==> src/tmc_pkg.sv <==
package tmc_pkg;
  // Register indices on the plain register port
  localparam logic [3:0] TMC_ADDR_CTRL_A = 4'h0;
  localparam logic [3:0] TMC_ADDR_CTRL_B = 4'h1;
  localparam logic [3:0] TMC_ADDR_CTRL_C = 4'h2;
  localparam logic [3:0] TMC_ADDR_CNT_LO = 4'h3;
  localparam logic [3:0] TMC_ADDR_CNT_HI = 4'h4;
  localparam logic [3:0] TMC_ADDR_OCA_LO = 4'h5;
  localparam logic [3:0] TMC_ADDR_OCA_HI = 4'h6;
  localparam logic [3:0] TMC_ADDR_CAP_LO = 4'h7;
  localparam logic [3:0] TMC_ADDR_CAP_HI = 4'h8;
  localparam logic [3:0] TMC_ADDR_STATUS = 4'h9;
  localparam logic [3:0] TMC_ADDR_MASK = 4'ha;
  // Control B fields
  localparam int TMC_B_FILT = 7;
  localparam int TMC_B_EDGE = 6;
  localparam int TMC_B_RSVD = 5;
  localparam int TMC_B_WGM_HI = 3;
  localparam int TMC_B_CS = 0;
  localparam logic [7:0] TMC_B_WMASK = 8'hdf;
  // Control C force bits
  localparam int TMC_C_FOC_A = 7;
  localparam int TMC_C_FOC_C = 5;
  // Status bits
  localparam int TMC_ST_OVF = 0;
  localparam int TMC_ST_CAP = 1;
  localparam logic [7:0] TMC_RESET_VAL = 8'h00;
  // TOP values
  localparam logic [15:0] TMC_TOP_MAX = 16'hffff;
  localparam logic [15:0] TMC_TOP_8 = 16'h00ff;
  localparam logic [15:0] TMC_TOP_9 = 16'h01ff;
  localparam logic [15:0] TMC_TOP_10 = 16'h03ff;
  // Prescale terminal counts
  localparam logic [9:0] TMC_DIV8 = 10'h007;
  localparam logic [9:0] TMC_DIV64 = 10'h03f;
  localparam logic [9:0] TMC_DIV256 = 10'h0ff;
  localparam logic [9:0] TMC_DIV1024 = 10'h3ff;
  localparam int TMC_FILT_SAMPLES = 4;
  typedef enum logic [1:0] {
    TMC_UPD_NOW = 2'b00,
    TMC_UPD_TOP = 2'b01,
    TMC_UPD_BOT = 2'b10
  } tmc_upd_t;
endpackage : tmc_pkg

==> src/tmc_timer.sv <==
// The strobed register port and the register offsets were decided locally.
`timescale 1ns/1ps
//Contract
//- Waveform mode is control A bits 1:0 plus control B bits 4:3.
//- Mode 0 counts to 0xFFFF, updates compare at once, overflow at MAX.
//- Mode 4 TOP is compare A, mode 12 capture; immediate update; 13 reserved.
//- Fixed TOPs 0xFF, 0x1FF, 0x3FF for modes 1-3 and 5-7.
//- Phase-correct modes load compare at TOP, overflow at BOTTOM.
//- Modes 8 and 9 load compare at BOTTOM, overflow at BOTTOM.
//- Fast PWM modes load compare at BOTTOM, overflow at TOP.
//- Filter enable needs four equal samples before the capture input changes.
//- Edge select: zero falling, one rising capture edge.
//- Capture copies counter into capture register and sets capture flag.
//- Modes using capture register as TOP disable capture.
//- Clock select 0 stops, 1 undivided, 2-5 divide 8/64/256/1024.
//- Clock select 6 and 7 count external pin falling and rising edges.
//- External pin counts even when driven as an output.
//- Control C: force bits 7:5 write-only, low bits read zero.
module tmc_timer (
  // Clock and reset
  input wire logic clk_in,
  input wire logic reset_in,
  input wire logic clk_en_in,
  // Register port
  input wire logic [3:0] addr_in,
  input wire logic [7:0] wdata_in,
  input wire logic wr_in,
  input wire logic rd_in,
  output logic [7:0] rdata_out,
  // Pins
  input wire logic capture_pin_in,
  input wire logic ext_count_pin_in,
  // Status
  output logic [15:0] count_out,
  output logic [15:0] compare_value_a_out,
  output logic [2:0] force_compare_out,
  output logic irq_out
);
  import tmc_pkg::*;

  logic [7:0] ctrl_a_reg;
  logic [7:0] ctrl_b_reg;
  logic [15:0] cnt_reg;
  logic [15:0] oca_reg;
  logic [15:0] oca_buf_reg;
  logic [15:0] cap_reg;
  logic [7:0] status_reg;
  logic [7:0] mask_reg;
  logic [7:0] hi_tmp_reg;
  logic [9:0] pre_reg;
  logic down_reg;
  logic [2:0] cap_sync_reg;
  logic [2:0] ext_sync_reg;
  logic cap_stable_reg;
  logic ext_stable_reg;
  logic [TMC_FILT_SAMPLES-1:0] filt_hist_reg;
  logic cap_filt_reg;
  logic cap_prev_reg;
  logic [7:0] rdata_reg;
  logic [2:0] foc_reg;
  logic irq_reg;

  wire [3:0] waveform_mode_sel = {ctrl_b_reg[4:TMC_B_WGM_HI], ctrl_a_reg[1:0]};
  wire [2:0] clock_source_sel = ctrl_b_reg[TMC_B_CS +: 3];
  wire capture_filter_en = ctrl_b_reg[TMC_B_FILT];
  wire capture_edge_sel = ctrl_b_reg[TMC_B_EDGE];

  // Mode decode
  logic [15:0] top_val;
  tmc_upd_t upd_pt;
  logic ovf_at_top;
  logic ovf_at_bot;
  logic dual_slope;
  logic top_is_cap;
  always_comb begin
    top_val = TMC_TOP_MAX;
    upd_pt = TMC_UPD_NOW;
    ovf_at_top = 1'b0;
    ovf_at_bot = 1'b0;
    dual_slope = 1'b0;
    top_is_cap = 1'b0;
    case (waveform_mode_sel)
      4'h0: top_val = TMC_TOP_MAX;
      4'h1, 4'h2, 4'h3: begin
        top_val = (waveform_mode_sel == 4'h1) ? TMC_TOP_8 :
                  (waveform_mode_sel == 4'h2) ? TMC_TOP_9 : TMC_TOP_10;
        upd_pt = TMC_UPD_TOP;
        ovf_at_bot = 1'b1;
        dual_slope = 1'b1;
      end
      4'h4: top_val = oca_reg;
      4'h5, 4'h6, 4'h7: begin
        top_val = (waveform_mode_sel == 4'h5) ? TMC_TOP_8 :
                  (waveform_mode_sel == 4'h6) ? TMC_TOP_9 : TMC_TOP_10;
        upd_pt = TMC_UPD_BOT;
        ovf_at_top = 1'b1;
      end
      4'h8, 4'h9: begin
        top_val = (waveform_mode_sel == 4'h8) ? cap_reg : oca_reg;
        top_is_cap = (waveform_mode_sel == 4'h8);
        upd_pt = TMC_UPD_BOT;
        ovf_at_bot = 1'b1;
        dual_slope = 1'b1;
      end
      4'ha, 4'hb: begin
        top_val = (waveform_mode_sel == 4'ha) ? cap_reg : oca_reg;
        top_is_cap = (waveform_mode_sel == 4'ha);
        upd_pt = TMC_UPD_TOP;
        ovf_at_bot = 1'b1;
        dual_slope = 1'b1;
      end
      4'hc: begin
        top_val = cap_reg;
        top_is_cap = 1'b1;
      end
      4'he, 4'hf: begin
        top_val = (waveform_mode_sel == 4'he) ? cap_reg : oca_reg;
        top_is_cap = (waveform_mode_sel == 4'he);
        upd_pt = TMC_UPD_BOT;
        ovf_at_top = 1'b1;
      end
      // Mode 13 reserved: behaves as plain counting
      default: top_val = TMC_TOP_MAX;
    endcase
  end

  // Clock source
  wire ext_rise = ext_sync_reg[2] & ext_sync_reg[1] & ~ext_stable_reg;
  wire ext_fall = ~ext_sync_reg[2] & ~ext_sync_reg[1] & ext_stable_reg;
  logic tick;
  always_comb begin
    case (clock_source_sel)
      3'd0: tick = 1'b0;
      3'd1: tick = 1'b1;
      3'd2: tick = (pre_reg[2:0] == TMC_DIV8[2:0]);
      3'd3: tick = (pre_reg[5:0] == TMC_DIV64[5:0]);
      3'd4: tick = (pre_reg[7:0] == TMC_DIV256[7:0]);
      3'd5: tick = (pre_reg == TMC_DIV1024);
      3'd6: tick = ext_fall;
      default: tick = ext_rise;
    endcase
  end

  // Counter sequencing
  wire at_top = (cnt_reg == top_val);
  wire at_bot = (cnt_reg == 16'h0000);
  wire at_max = (cnt_reg == TMC_TOP_MAX);
  logic [15:0] cnt_next;
  logic down_next;
  always_comb begin
    down_next = down_reg;
    if (dual_slope) begin
      if (at_top) down_next = 1'b1;
      else if (at_bot) down_next = 1'b0;
      cnt_next = down_next ? cnt_reg - 16'h0001 : cnt_reg + 16'h0001;
      if (at_top && at_bot) cnt_next = cnt_reg;
    end else begin
      down_next = 1'b0;
      cnt_next = at_top ? 16'h0000 : cnt_reg + 16'h0001;
    end
  end
  // Overflow point per mode
  wire ovf_event = tick & ((ovf_at_top & at_top) | (ovf_at_bot & at_bot & down_reg) |
                           (~ovf_at_top & ~ovf_at_bot & at_max));
  wire upd_event = tick & (((upd_pt == TMC_UPD_TOP) & at_top) | ((upd_pt == TMC_UPD_BOT) & at_bot));

  // Capture path
  wire cap_in = capture_filter_en ? cap_filt_reg : cap_stable_reg;
  wire cap_edge = capture_edge_sel ? (cap_in & ~cap_prev_reg) : (~cap_in & cap_prev_reg);
  wire cap_event = cap_edge & ~top_is_cap;
  wire filt_all_hi = &filt_hist_reg;
  wire filt_all_lo = ~|filt_hist_reg;

  // Register port decode
  wire wr_a = wr_in & (addr_in == TMC_ADDR_CTRL_A);
  wire wr_b = wr_in & (addr_in == TMC_ADDR_CTRL_B);
  wire wr_c = wr_in & (addr_in == TMC_ADDR_CTRL_C);
  wire wr_cl = wr_in & (addr_in == TMC_ADDR_CNT_LO);
  wire wr_ch = wr_in & (addr_in == TMC_ADDR_CNT_HI);
  wire wr_ol = wr_in & (addr_in == TMC_ADDR_OCA_LO);
  wire wr_oh = wr_in & (addr_in == TMC_ADDR_OCA_HI);
  wire wr_pl = wr_in & (addr_in == TMC_ADDR_CAP_LO);
  wire wr_mask = wr_in & (addr_in == TMC_ADDR_MASK);
  wire rd_st = rd_in & (addr_in == TMC_ADDR_STATUS);
  wire [15:0] wr_word = {hi_tmp_reg, wdata_in};
  logic [7:0] rd_mux;
  always_comb begin
    case (addr_in)
      TMC_ADDR_CTRL_A: rd_mux = ctrl_a_reg;
      TMC_ADDR_CTRL_B: rd_mux = ctrl_b_reg & TMC_B_WMASK;
      TMC_ADDR_CTRL_C: rd_mux = 8'h00;
      TMC_ADDR_CNT_LO: rd_mux = cnt_reg[7:0];
      TMC_ADDR_CNT_HI: rd_mux = cnt_reg[15:8];
      TMC_ADDR_OCA_LO: rd_mux = oca_reg[7:0];
      TMC_ADDR_OCA_HI: rd_mux = oca_reg[15:8];
      TMC_ADDR_CAP_LO: rd_mux = cap_reg[7:0];
      TMC_ADDR_CAP_HI: rd_mux = cap_reg[15:8];
      TMC_ADDR_STATUS: rd_mux = status_reg;
      TMC_ADDR_MASK: rd_mux = mask_reg;
      default: rd_mux = 8'h00;
    endcase
  end
  wire [7:0] status_next = (status_reg & ~(rd_st ? 8'hff : 8'h00)) |
                           ({7'h00, ovf_event} << TMC_ST_OVF) | ({7'h00, cap_event} << TMC_ST_CAP);

  always_ff @(posedge clk_in or posedge reset_in) begin
    if (reset_in) begin
      ctrl_a_reg <= TMC_RESET_VAL;
      ctrl_b_reg <= TMC_RESET_VAL;
      mask_reg <= TMC_RESET_VAL;
      hi_tmp_reg <= TMC_RESET_VAL;
      rdata_reg <= TMC_RESET_VAL;
      foc_reg <= 3'h0;
    end else if (clk_en_in) begin
      if (wr_a) ctrl_a_reg <= wdata_in;
      if (wr_b) ctrl_b_reg <= wdata_in & TMC_B_WMASK;
      if (wr_mask) mask_reg <= wdata_in;
      // Counter and compare A high bytes staged, low byte write commits the word
      if (wr_ch || wr_oh) hi_tmp_reg <= wdata_in;
      if (rd_in) rdata_reg <= rd_mux;
      foc_reg <= wr_c ? wdata_in[TMC_C_FOC_A:TMC_C_FOC_C] : 3'h0;
    end
  end

  always_ff @(posedge clk_in or posedge reset_in) begin
    if (reset_in) begin
      cnt_reg <= 16'h0000;
      down_reg <= 1'b0;
      pre_reg <= 10'h000;
    end else if (clk_en_in) begin
      pre_reg <= (clock_source_sel == 3'd0) ? 10'h000 : pre_reg + 10'h001;
      if (wr_cl) cnt_reg <= wr_word;
      else if (tick) cnt_reg <= cnt_next;
      if (tick) down_reg <= down_next;
    end
  end

  always_ff @(posedge clk_in or posedge reset_in) begin
    if (reset_in) begin
      oca_buf_reg <= 16'h0000;
      oca_reg <= 16'h0000;
    end else if (clk_en_in) begin
      if (wr_ol) oca_buf_reg <= wr_word;
      // Immediate modes bypass the buffer
      if (wr_ol && upd_pt == TMC_UPD_NOW) oca_reg <= wr_word;
      else if (upd_event) oca_reg <= oca_buf_reg;
    end
  end

  always_ff @(posedge clk_in or posedge reset_in) begin
    if (reset_in) begin
      cap_sync_reg <= 3'h0;
      ext_sync_reg <= 3'h0;
      cap_stable_reg <= 1'b0;
      ext_stable_reg <= 1'b0;
      filt_hist_reg <= '0;
      cap_filt_reg <= 1'b0;
      cap_prev_reg <= 1'b0;
    end else if (clk_en_in) begin
      cap_sync_reg <= {cap_sync_reg[1:0], capture_pin_in};
      ext_sync_reg <= {ext_sync_reg[1:0], ext_count_pin_in};
      if (cap_sync_reg[2] == cap_sync_reg[1]) cap_stable_reg <= cap_sync_reg[2];
      if (ext_sync_reg[2] == ext_sync_reg[1]) ext_stable_reg <= ext_sync_reg[2];
      filt_hist_reg <= {filt_hist_reg[TMC_FILT_SAMPLES-2:0], cap_stable_reg};
      if (filt_all_hi) cap_filt_reg <= 1'b1;
      else if (filt_all_lo) cap_filt_reg <= 1'b0;
      cap_prev_reg <= cap_in;
    end
  end

  always_ff @(posedge clk_in or posedge reset_in) begin
    if (reset_in) begin
      cap_reg <= 16'h0000;
      status_reg <= 8'h00;
      irq_reg <= 1'b0;
    end else if (clk_en_in) begin
      if (cap_event) cap_reg <= cnt_reg;
      else if (wr_pl) cap_reg <= wr_word;
      status_reg <= status_next;
      irq_reg <= |(status_next & mask_reg);
    end
  end

  assign rdata_out = rdata_reg;
  assign count_out = cnt_reg;
  assign compare_value_a_out = oca_reg;
  assign force_compare_out = foc_reg;
  assign irq_out = irq_reg;

  a_cap_copy: assert property (@(posedge clk_in) disable iff (reset_in)
    clk_en_in && cap_event |=> cap_reg == $past(cnt_reg) && status_reg[TMC_ST_CAP])
    else $error("capture not recorded");
  a_cap_blocked: assert property (@(posedge clk_in) disable iff (reset_in)
    top_is_cap |-> !cap_event)
    else $error("capture active in capture-top mode");
  a_rsvd_zero: assert property (@(posedge clk_in) disable iff (reset_in)
    !ctrl_b_reg[TMC_B_RSVD])
    else $error("reserved bit set");
  a_ctrl_c_read: assert property (@(posedge clk_in) disable iff (reset_in)
    clk_en_in && rd_in && addr_in == TMC_ADDR_CTRL_C |=> rdata_out == 8'h00)
    else $error("control C read nonzero");
  a_top_fixed: assert property (@(posedge clk_in) disable iff (reset_in)
    waveform_mode_sel == 4'h6 |-> top_val == TMC_TOP_9)
    else $error("fixed top wrong");
  a_stop_hold: assert property (@(posedge clk_in) disable iff (reset_in)
    clk_en_in && clock_source_sel == 3'd0 && !wr_cl |=> cnt_reg == $past(cnt_reg))
    else $error("stopped counter moved");
  a_div8_tick: assert property (@(posedge clk_in) disable iff (reset_in)
    clock_source_sel == 3'd2 && tick |-> pre_reg[2:0] == 3'h7)
    else $error("prescale tick off");
  a_ovf_fast: assert property (@(posedge clk_in) disable iff (reset_in)
    clk_en_in && waveform_mode_sel == 4'h5 && tick && cnt_reg == TMC_TOP_8 |=> status_reg[TMC_ST_OVF])
    else $error("fast pwm overflow missing");
  a_mode_word: assert property (@(posedge clk_in) disable iff (reset_in)
    clk_en_in && wr_b |=> waveform_mode_sel[3:2] == $past(wdata_in[4:3]))
    else $error("mode word wrong");
  // Per-mode decode checks (TOP sources, overflow and update points), then filter, edge, interrupt, status read, clock and force checks
  a_top_normal: assert property (@(posedge clk_in) disable iff (reset_in)
    waveform_mode_sel == 4'h0 |-> top_val == TMC_TOP_MAX)
    else $error("normal top wrong");
  a_ovf_normal: assert property (@(posedge clk_in) disable iff (reset_in)
    clk_en_in && waveform_mode_sel == 4'h0 && tick && at_max |=> status_reg[TMC_ST_OVF])
    else $error("normal overflow missing");
  a_top_ctc_a: assert property (@(posedge clk_in) disable iff (reset_in)
    waveform_mode_sel == 4'h4 |-> top_val == oca_reg)
    else $error("match-clear top wrong");
  a_top_ctc_cap: assert property (@(posedge clk_in) disable iff (reset_in)
    waveform_mode_sel == 4'hc |-> top_val == cap_reg && top_is_cap)
    else $error("capture-clear top wrong");
  a_upd_now: assert property (@(posedge clk_in) disable iff (reset_in)
    clk_en_in && wr_ol && (waveform_mode_sel == 4'h4 || waveform_mode_sel == 4'hc) |=> oca_reg == $past(wr_word))
    else $error("immediate update missing");
  a_top_pc8: assert property (@(posedge clk_in) disable iff (reset_in)
    waveform_mode_sel == 4'h1 |-> top_val == TMC_TOP_8)
    else $error("8-bit top wrong");
  a_top_fast10: assert property (@(posedge clk_in) disable iff (reset_in)
    waveform_mode_sel == 4'h7 |-> top_val == TMC_TOP_10)
    else $error("10-bit top wrong");
  a_pc_update: assert property (@(posedge clk_in) disable iff (reset_in)
    clk_en_in && (waveform_mode_sel == 4'h1 || waveform_mode_sel == 4'ha) && tick && at_top
    |=> oca_reg == $past(oca_buf_reg))
    else $error("phase-correct update missing");
  a_pc_ovf_bot: assert property (@(posedge clk_in) disable iff (reset_in)
    clk_en_in && waveform_mode_sel == 4'h3 && tick && at_bot && down_reg |=> status_reg[TMC_ST_OVF])
    else $error("phase-correct overflow missing");
  a_pfc_update: assert property (@(posedge clk_in) disable iff (reset_in)
    clk_en_in && (waveform_mode_sel == 4'h8 || waveform_mode_sel == 4'h9) && tick && at_bot
    |=> oca_reg == $past(oca_buf_reg))
    else $error("frequency-correct update missing");
  a_pfc_top: assert property (@(posedge clk_in) disable iff (reset_in)
    waveform_mode_sel == 4'h8 |-> top_val == cap_reg)
    else $error("frequency-correct top wrong");
  a_fast_update: assert property (@(posedge clk_in) disable iff (reset_in)
    clk_en_in && waveform_mode_sel == 4'hf && tick && at_bot |=> oca_reg == $past(oca_buf_reg))
    else $error("fast pwm update missing");
  a_filt_hold: assert property (@(posedge clk_in) disable iff (reset_in)
    clk_en_in && !filt_all_hi && !filt_all_lo |=> cap_filt_reg == $past(cap_filt_reg))
    else $error("filter changed early");
  a_edge_rise: assert property (@(posedge clk_in) disable iff (reset_in)
    capture_edge_sel && !top_is_cap && cap_in && !cap_prev_reg |-> cap_event)
    else $error("rising capture missed");
  a_cap_irq: assert property (@(posedge clk_in) disable iff (reset_in)
    clk_en_in && |(status_next & mask_reg) |=> irq_out)
    else $error("interrupt missing");
  a_status_read: assert property (@(posedge clk_in) disable iff (reset_in)
    clk_en_in && rd_st |=> rdata_out == $past(status_reg))
    else $error("status read wrong");
  a_cap_off_fast: assert property (@(posedge clk_in) disable iff (reset_in)
    waveform_mode_sel == 4'he |-> top_is_cap)
    else $error("capture not disabled");
  a_div1_tick: assert property (@(posedge clk_in) disable iff (reset_in)
    clock_source_sel == 3'd1 |-> tick)
    else $error("undivided tick missing");
  a_ext_rise: assert property (@(posedge clk_in) disable iff (reset_in)
    clock_source_sel == 3'd7 |-> tick == ext_rise)
    else $error("external rise tick wrong");
  a_foc_pulse: assert property (@(posedge clk_in) disable iff (reset_in)
    clk_en_in && wr_c |=> force_compare_out == $past(wdata_in[7:5]))
    else $error("force strobe wrong");
endmodule : tmc_timer

==> config.mk <==
export PLATFORM = sky130hd
export DESIGN_NAME = tmc_timer
export DESIGN_NICKNAME = d
export VERILOG_FILES = /design/src/tmc_pkg.sv /design/src/tmc_timer.sv
export SDC_FILE = /design/constraint.sdc
export NUM_CORES = 1
export LEC_CHECK = 0
export BUFFER_PORTS_ARGS = -buffer_cell sky130_fd_sc_hd__buf_2
export CAP_MARGIN = 10
export CORE_MARGIN = 4
export CORE_UTILIZATION = 60
export DETAILED_ROUTE_END_ITERATION = 10
export PLACE_DENSITY = 0.8
export SLEW_MARGIN = 20
export SYNTH_ARGS = -nofsm -noshare
export SYNTH_HDL_FRONTEND = slang
export SYNTH_SLANG_ARGS = --single-unit
==> constraint.sdc <==
create_clock -name clk_in -period 9.1 [get_ports clk_in]
set_clock_uncertainty 0.2 [all_clocks]
set_input_delay 0.455 -clock clk_in [delete_from_list [all_inputs] [get_ports clk_in]]
set_output_delay 0.455 -clock clk_in [all_outputs]
set_load 0.05 [all_outputs]
==> implementation parameters <==
Parameter                              Value

Run status
  Result of the run    finished, violations left
  Failing checks    hold timing

Floorplanning
  Width of the die    129 µm
  Initial cell density of the core    0.622
  Area of the die    16600 µm²
  Number of primary I/O pins    63
  Die Y-Extent    between 100 and 150 µm
  Floorplan core area    roughly 14000 µm²
  # rows    43

Critical path
  R2R Setup Slk    4890 ps
  Worst path required time    9200 ps
  Worst EP arrival    4310 ps
  CP Launch Point    ctrl_b_reg[4]
  Nature of the critical path startpoint    flip-flop
  Timing endpoint of the critical path    count_out[5]
  Endpoint class of the critical path    flip-flop
  Critical-path maximum fanout    30
  Number of cell instances on the worst register-to-register path    9
  Critical R2R Capture    count_out[5]
  Worst reg2reg path startpoint    ctrl_b_reg[4]
  Crit Path Category    flip-flop to flip-flop

Placement
  Routability cong.    0.991
  Setup Slack @ Placement    roughly 4800 ps
  Placed insts    1160
  Post-detail-place hpwl    18800 µm
  # port buffers    just over 60

Clock network
  Depth of the CTS H-tree    4
  Buffer levels on the longest clock path    2
  # hold bufs at CTS    0
  Cts repair resizes    0
  Total CTS buffers    17
  Clock latency at the later pin of the worst-skew pair    430 ps
  Clk Tree Root Cell    sky130_fd_sc_hd__clkbuf_16
  Number of sinks handled by clock tree synthesis    140
  Clock-pin slew of the registers on the worst-case setup and hold paths    ~70 ps
  Buffers inserted by post-CTS timing repair    0
  TritonCTS clock tree    done

Cells and area
  Area added between synthesis and finish    10.5%
  Finished Layout Cells    between 1000 and 1500
  Number of filler instances in the final layout    ~1100
  Net count of the finished layout    around 1000
  Final core area utilization    0.688
  Ant diodes    0
  Share of layout cells above drive strength 1    0.162
  Sequential Area    3500 µm²
  Area of the multi-input gates    4770 µm²

Power
  Static leakage    4.09 nW
  Cell area power density    ~260 nW/µm²
  Maximum vdd drop    212 µV

Synth
  Dominant cell by count in the synthesized netlist    sky130_fd_sc_hd__dfrtp_1
  Syn. warnings    0
  Sequential area share after synthesis    0.401
  EDFF count, synth    0
  Top flip-flop cell by instance count after synthesis    sky130_fd_sc_hd__dfrtp_1
  Netlist Area Pre-Place    ~8700 µm²
  Syn nets    1016
  Area leader, netlist    sky130_fd_sc_hd__dfrtp_1
  Number of unique standard cell types used by synthesis    74
  List of most frequent post-synthesis cells    140 x sky130_fd_sc_hd__dfrtp_1, 100 x sky130_fd_sc_hd__o21ai_0, 91 x sky130_fd_sc_hd__nand2_1
  Synth area leaders    sky130_fd_sc_hd__dfrtp_1 40%, sky130_fd_sc_hd__o21ai_0 5.7%, sky130_fd_sc_hd__mux2_2 5.2%, sky130_fd_sc_hd__nand2_1 3.9%, sky130_fd_sc_hd__mux2i_1 3.6%
  Async set or reset register ratio after synthesis    1.00
  Fraction of post-synthesis cell area in the top cell type by area    0.401
  Cells after Synth    just under 1000
  Register bit count reported by yosys    140
  Synthesized area divided by synthesized cell count    8.82 µm²

Drt
  Via count normalized by instance count    6.99
  Routed length per placed instance    23.4 µm
  Number of design rule violations left after detail routing    0
  Sum of routed wire length over all layers    27900 µm
  DRT Pass-1 Iters    6
  Iter 0 DRT Violations    1266
  Total number of vias    8337
  Antenna-violating nets left    0

Job
  Number of max-capacitance violations reported    0

Worst hold path
  Path category of the worst min-delay check    input pin to async pin

Timing
  Setup slack after layout    4890 ps
  Final TNS setup    0 ps
  Shortest period the worst path allows    4210 ps
  Max Transition Viols Final    0
  Final Hold Vio Count    9
  FMAX    237 MHz
  Worst Hold Margin    -12.5 ps
  Setup violations, final    0
  Final critical-path share of the clock period    0.463
  Transition time at the pin with the least slew margin    slightly above 1000 ps
  Slew Limit Headroom    0.308
  RSZ-0062 raised after global routing    no

GRT
  Total gr overflow    0
  All-layer global routing usage    0.343
  Pin count of the biggest net entering global routing    98
  Number of antenna violations at the first check in global routing    0
  First-pass GRT wire length    43600 µm
  Number of global-route vias before repair    about 7500
-- per-stage QoR --
stage	area [µm²]	power, mW	hold WS, ps
2_1_floorplan	8730	1.56	249
3_3_place_gp	9020	1.77	250
3_5_place_dp	9020	1.79	254
4_1_cts	9630	2.52	27.9
5_1_grt	9650	2.67	62.4
6_report	9650	2.54	-12.5
-- cells in the final DEF, fill, tap and decap left out, drive strengths merged, types with 24 or more instances in the layout --
cell type,synthesis,routed
buf,26,72
nand2,91,91
nand3,24,24
mux2i,31,31
o21ai,102,102
inv,42,46
dfrtp,140,140
mux2,40,40
a21oi,41,41
nor2,60,60
nor3,46,46
-- worst min-delay path by stage --
stage	cells past startpoint	startpoint	slack, ps	end
after floorplan	2	ext_sync_reg[0]	250	ext_sync_reg[1]
after global placement	2	rdata_out[3]	250	rdata_out[3]
after detailed placement	2	rdata_out[2]	250	rdata_out[2]
after CTS	2	reset_in	30	mask_reg[4]
after global routing	2	ext_count_pin_in	60	ext_sync_reg[0]
final	2	reset_in	-10	ctrl_a_reg[2]
-- critical path: stages (launching register included) --
cell and delay (ps):
sky130_fd_sc_hd__dfrtp_1 930, sky130_fd_sc_hd__inv_1 470, sky130_fd_sc_hd__o31a_1 390, sky130_fd_sc_hd__o221ai_1 230, sky130_fd_sc_hd__nand3_1 180, sky130_fd_sc_hd__nor3_4 340
sky130_fd_sc_hd__a41o_1 900, sky130_fd_sc_hd__nor2_1 110, sky130_fd_sc_hd__a22oi_1 200, sky130_fd_sc_hd__o211ai_1 110
-- per-layer routing --
| layer | share of wire | up-vias | track usage | wire [µm] |
|---|---|---|---|---|
| li1 | - | 3713 | - | - |
| met1 | 0.42 | 4026 | 0.503 | 11700 |
| met2 | 0.43 | 512 | 0.485 | 12000 |
| met3 | 0.11 | 86 | 0.0926 | 3140 |
| met4 | 0.037 | 0 | 0.133 | 1030 |
| met5 | 0 | - | 0 | 0 |
-- cells by family after synthesis --
logic type | after synthesis | share of synthesized area
adders and majority gates | 7 | 0.0100
muxes | 73 | 0.0923
AOI/OAI and AO/OA | 307 | 0.239
buffers and inverters | 124 | 0.0583
xor gates and xnor gates | 5 | 0.00501
DFF | 140 | 0.401
and+or+nand+nor | 334 | 0.194
-- cell type report --
type                            count  share of cell area
Clock inverter                     12              0.0167
Inverter                           42              0.0168
Tap cell                          180              0.0233
Multi-Input combinational cell    726               0.494
Sequential cell                   140               0.363
Clock buffer                       20              0.0463
Timing Repair Buffer               72              0.0399
-- where the power goes --
part / leakage, nW / internal (mW) / total [mW] / switching [mW]
combinational: 2.06 / 0.318 / 0.845 / 0.527
sequential: 1.74 / 0.755 / 0.969 / 0.214
clock: 0.293 / 0.442 / 0.730 / 0.288
(Power assumes the default switching activity.)
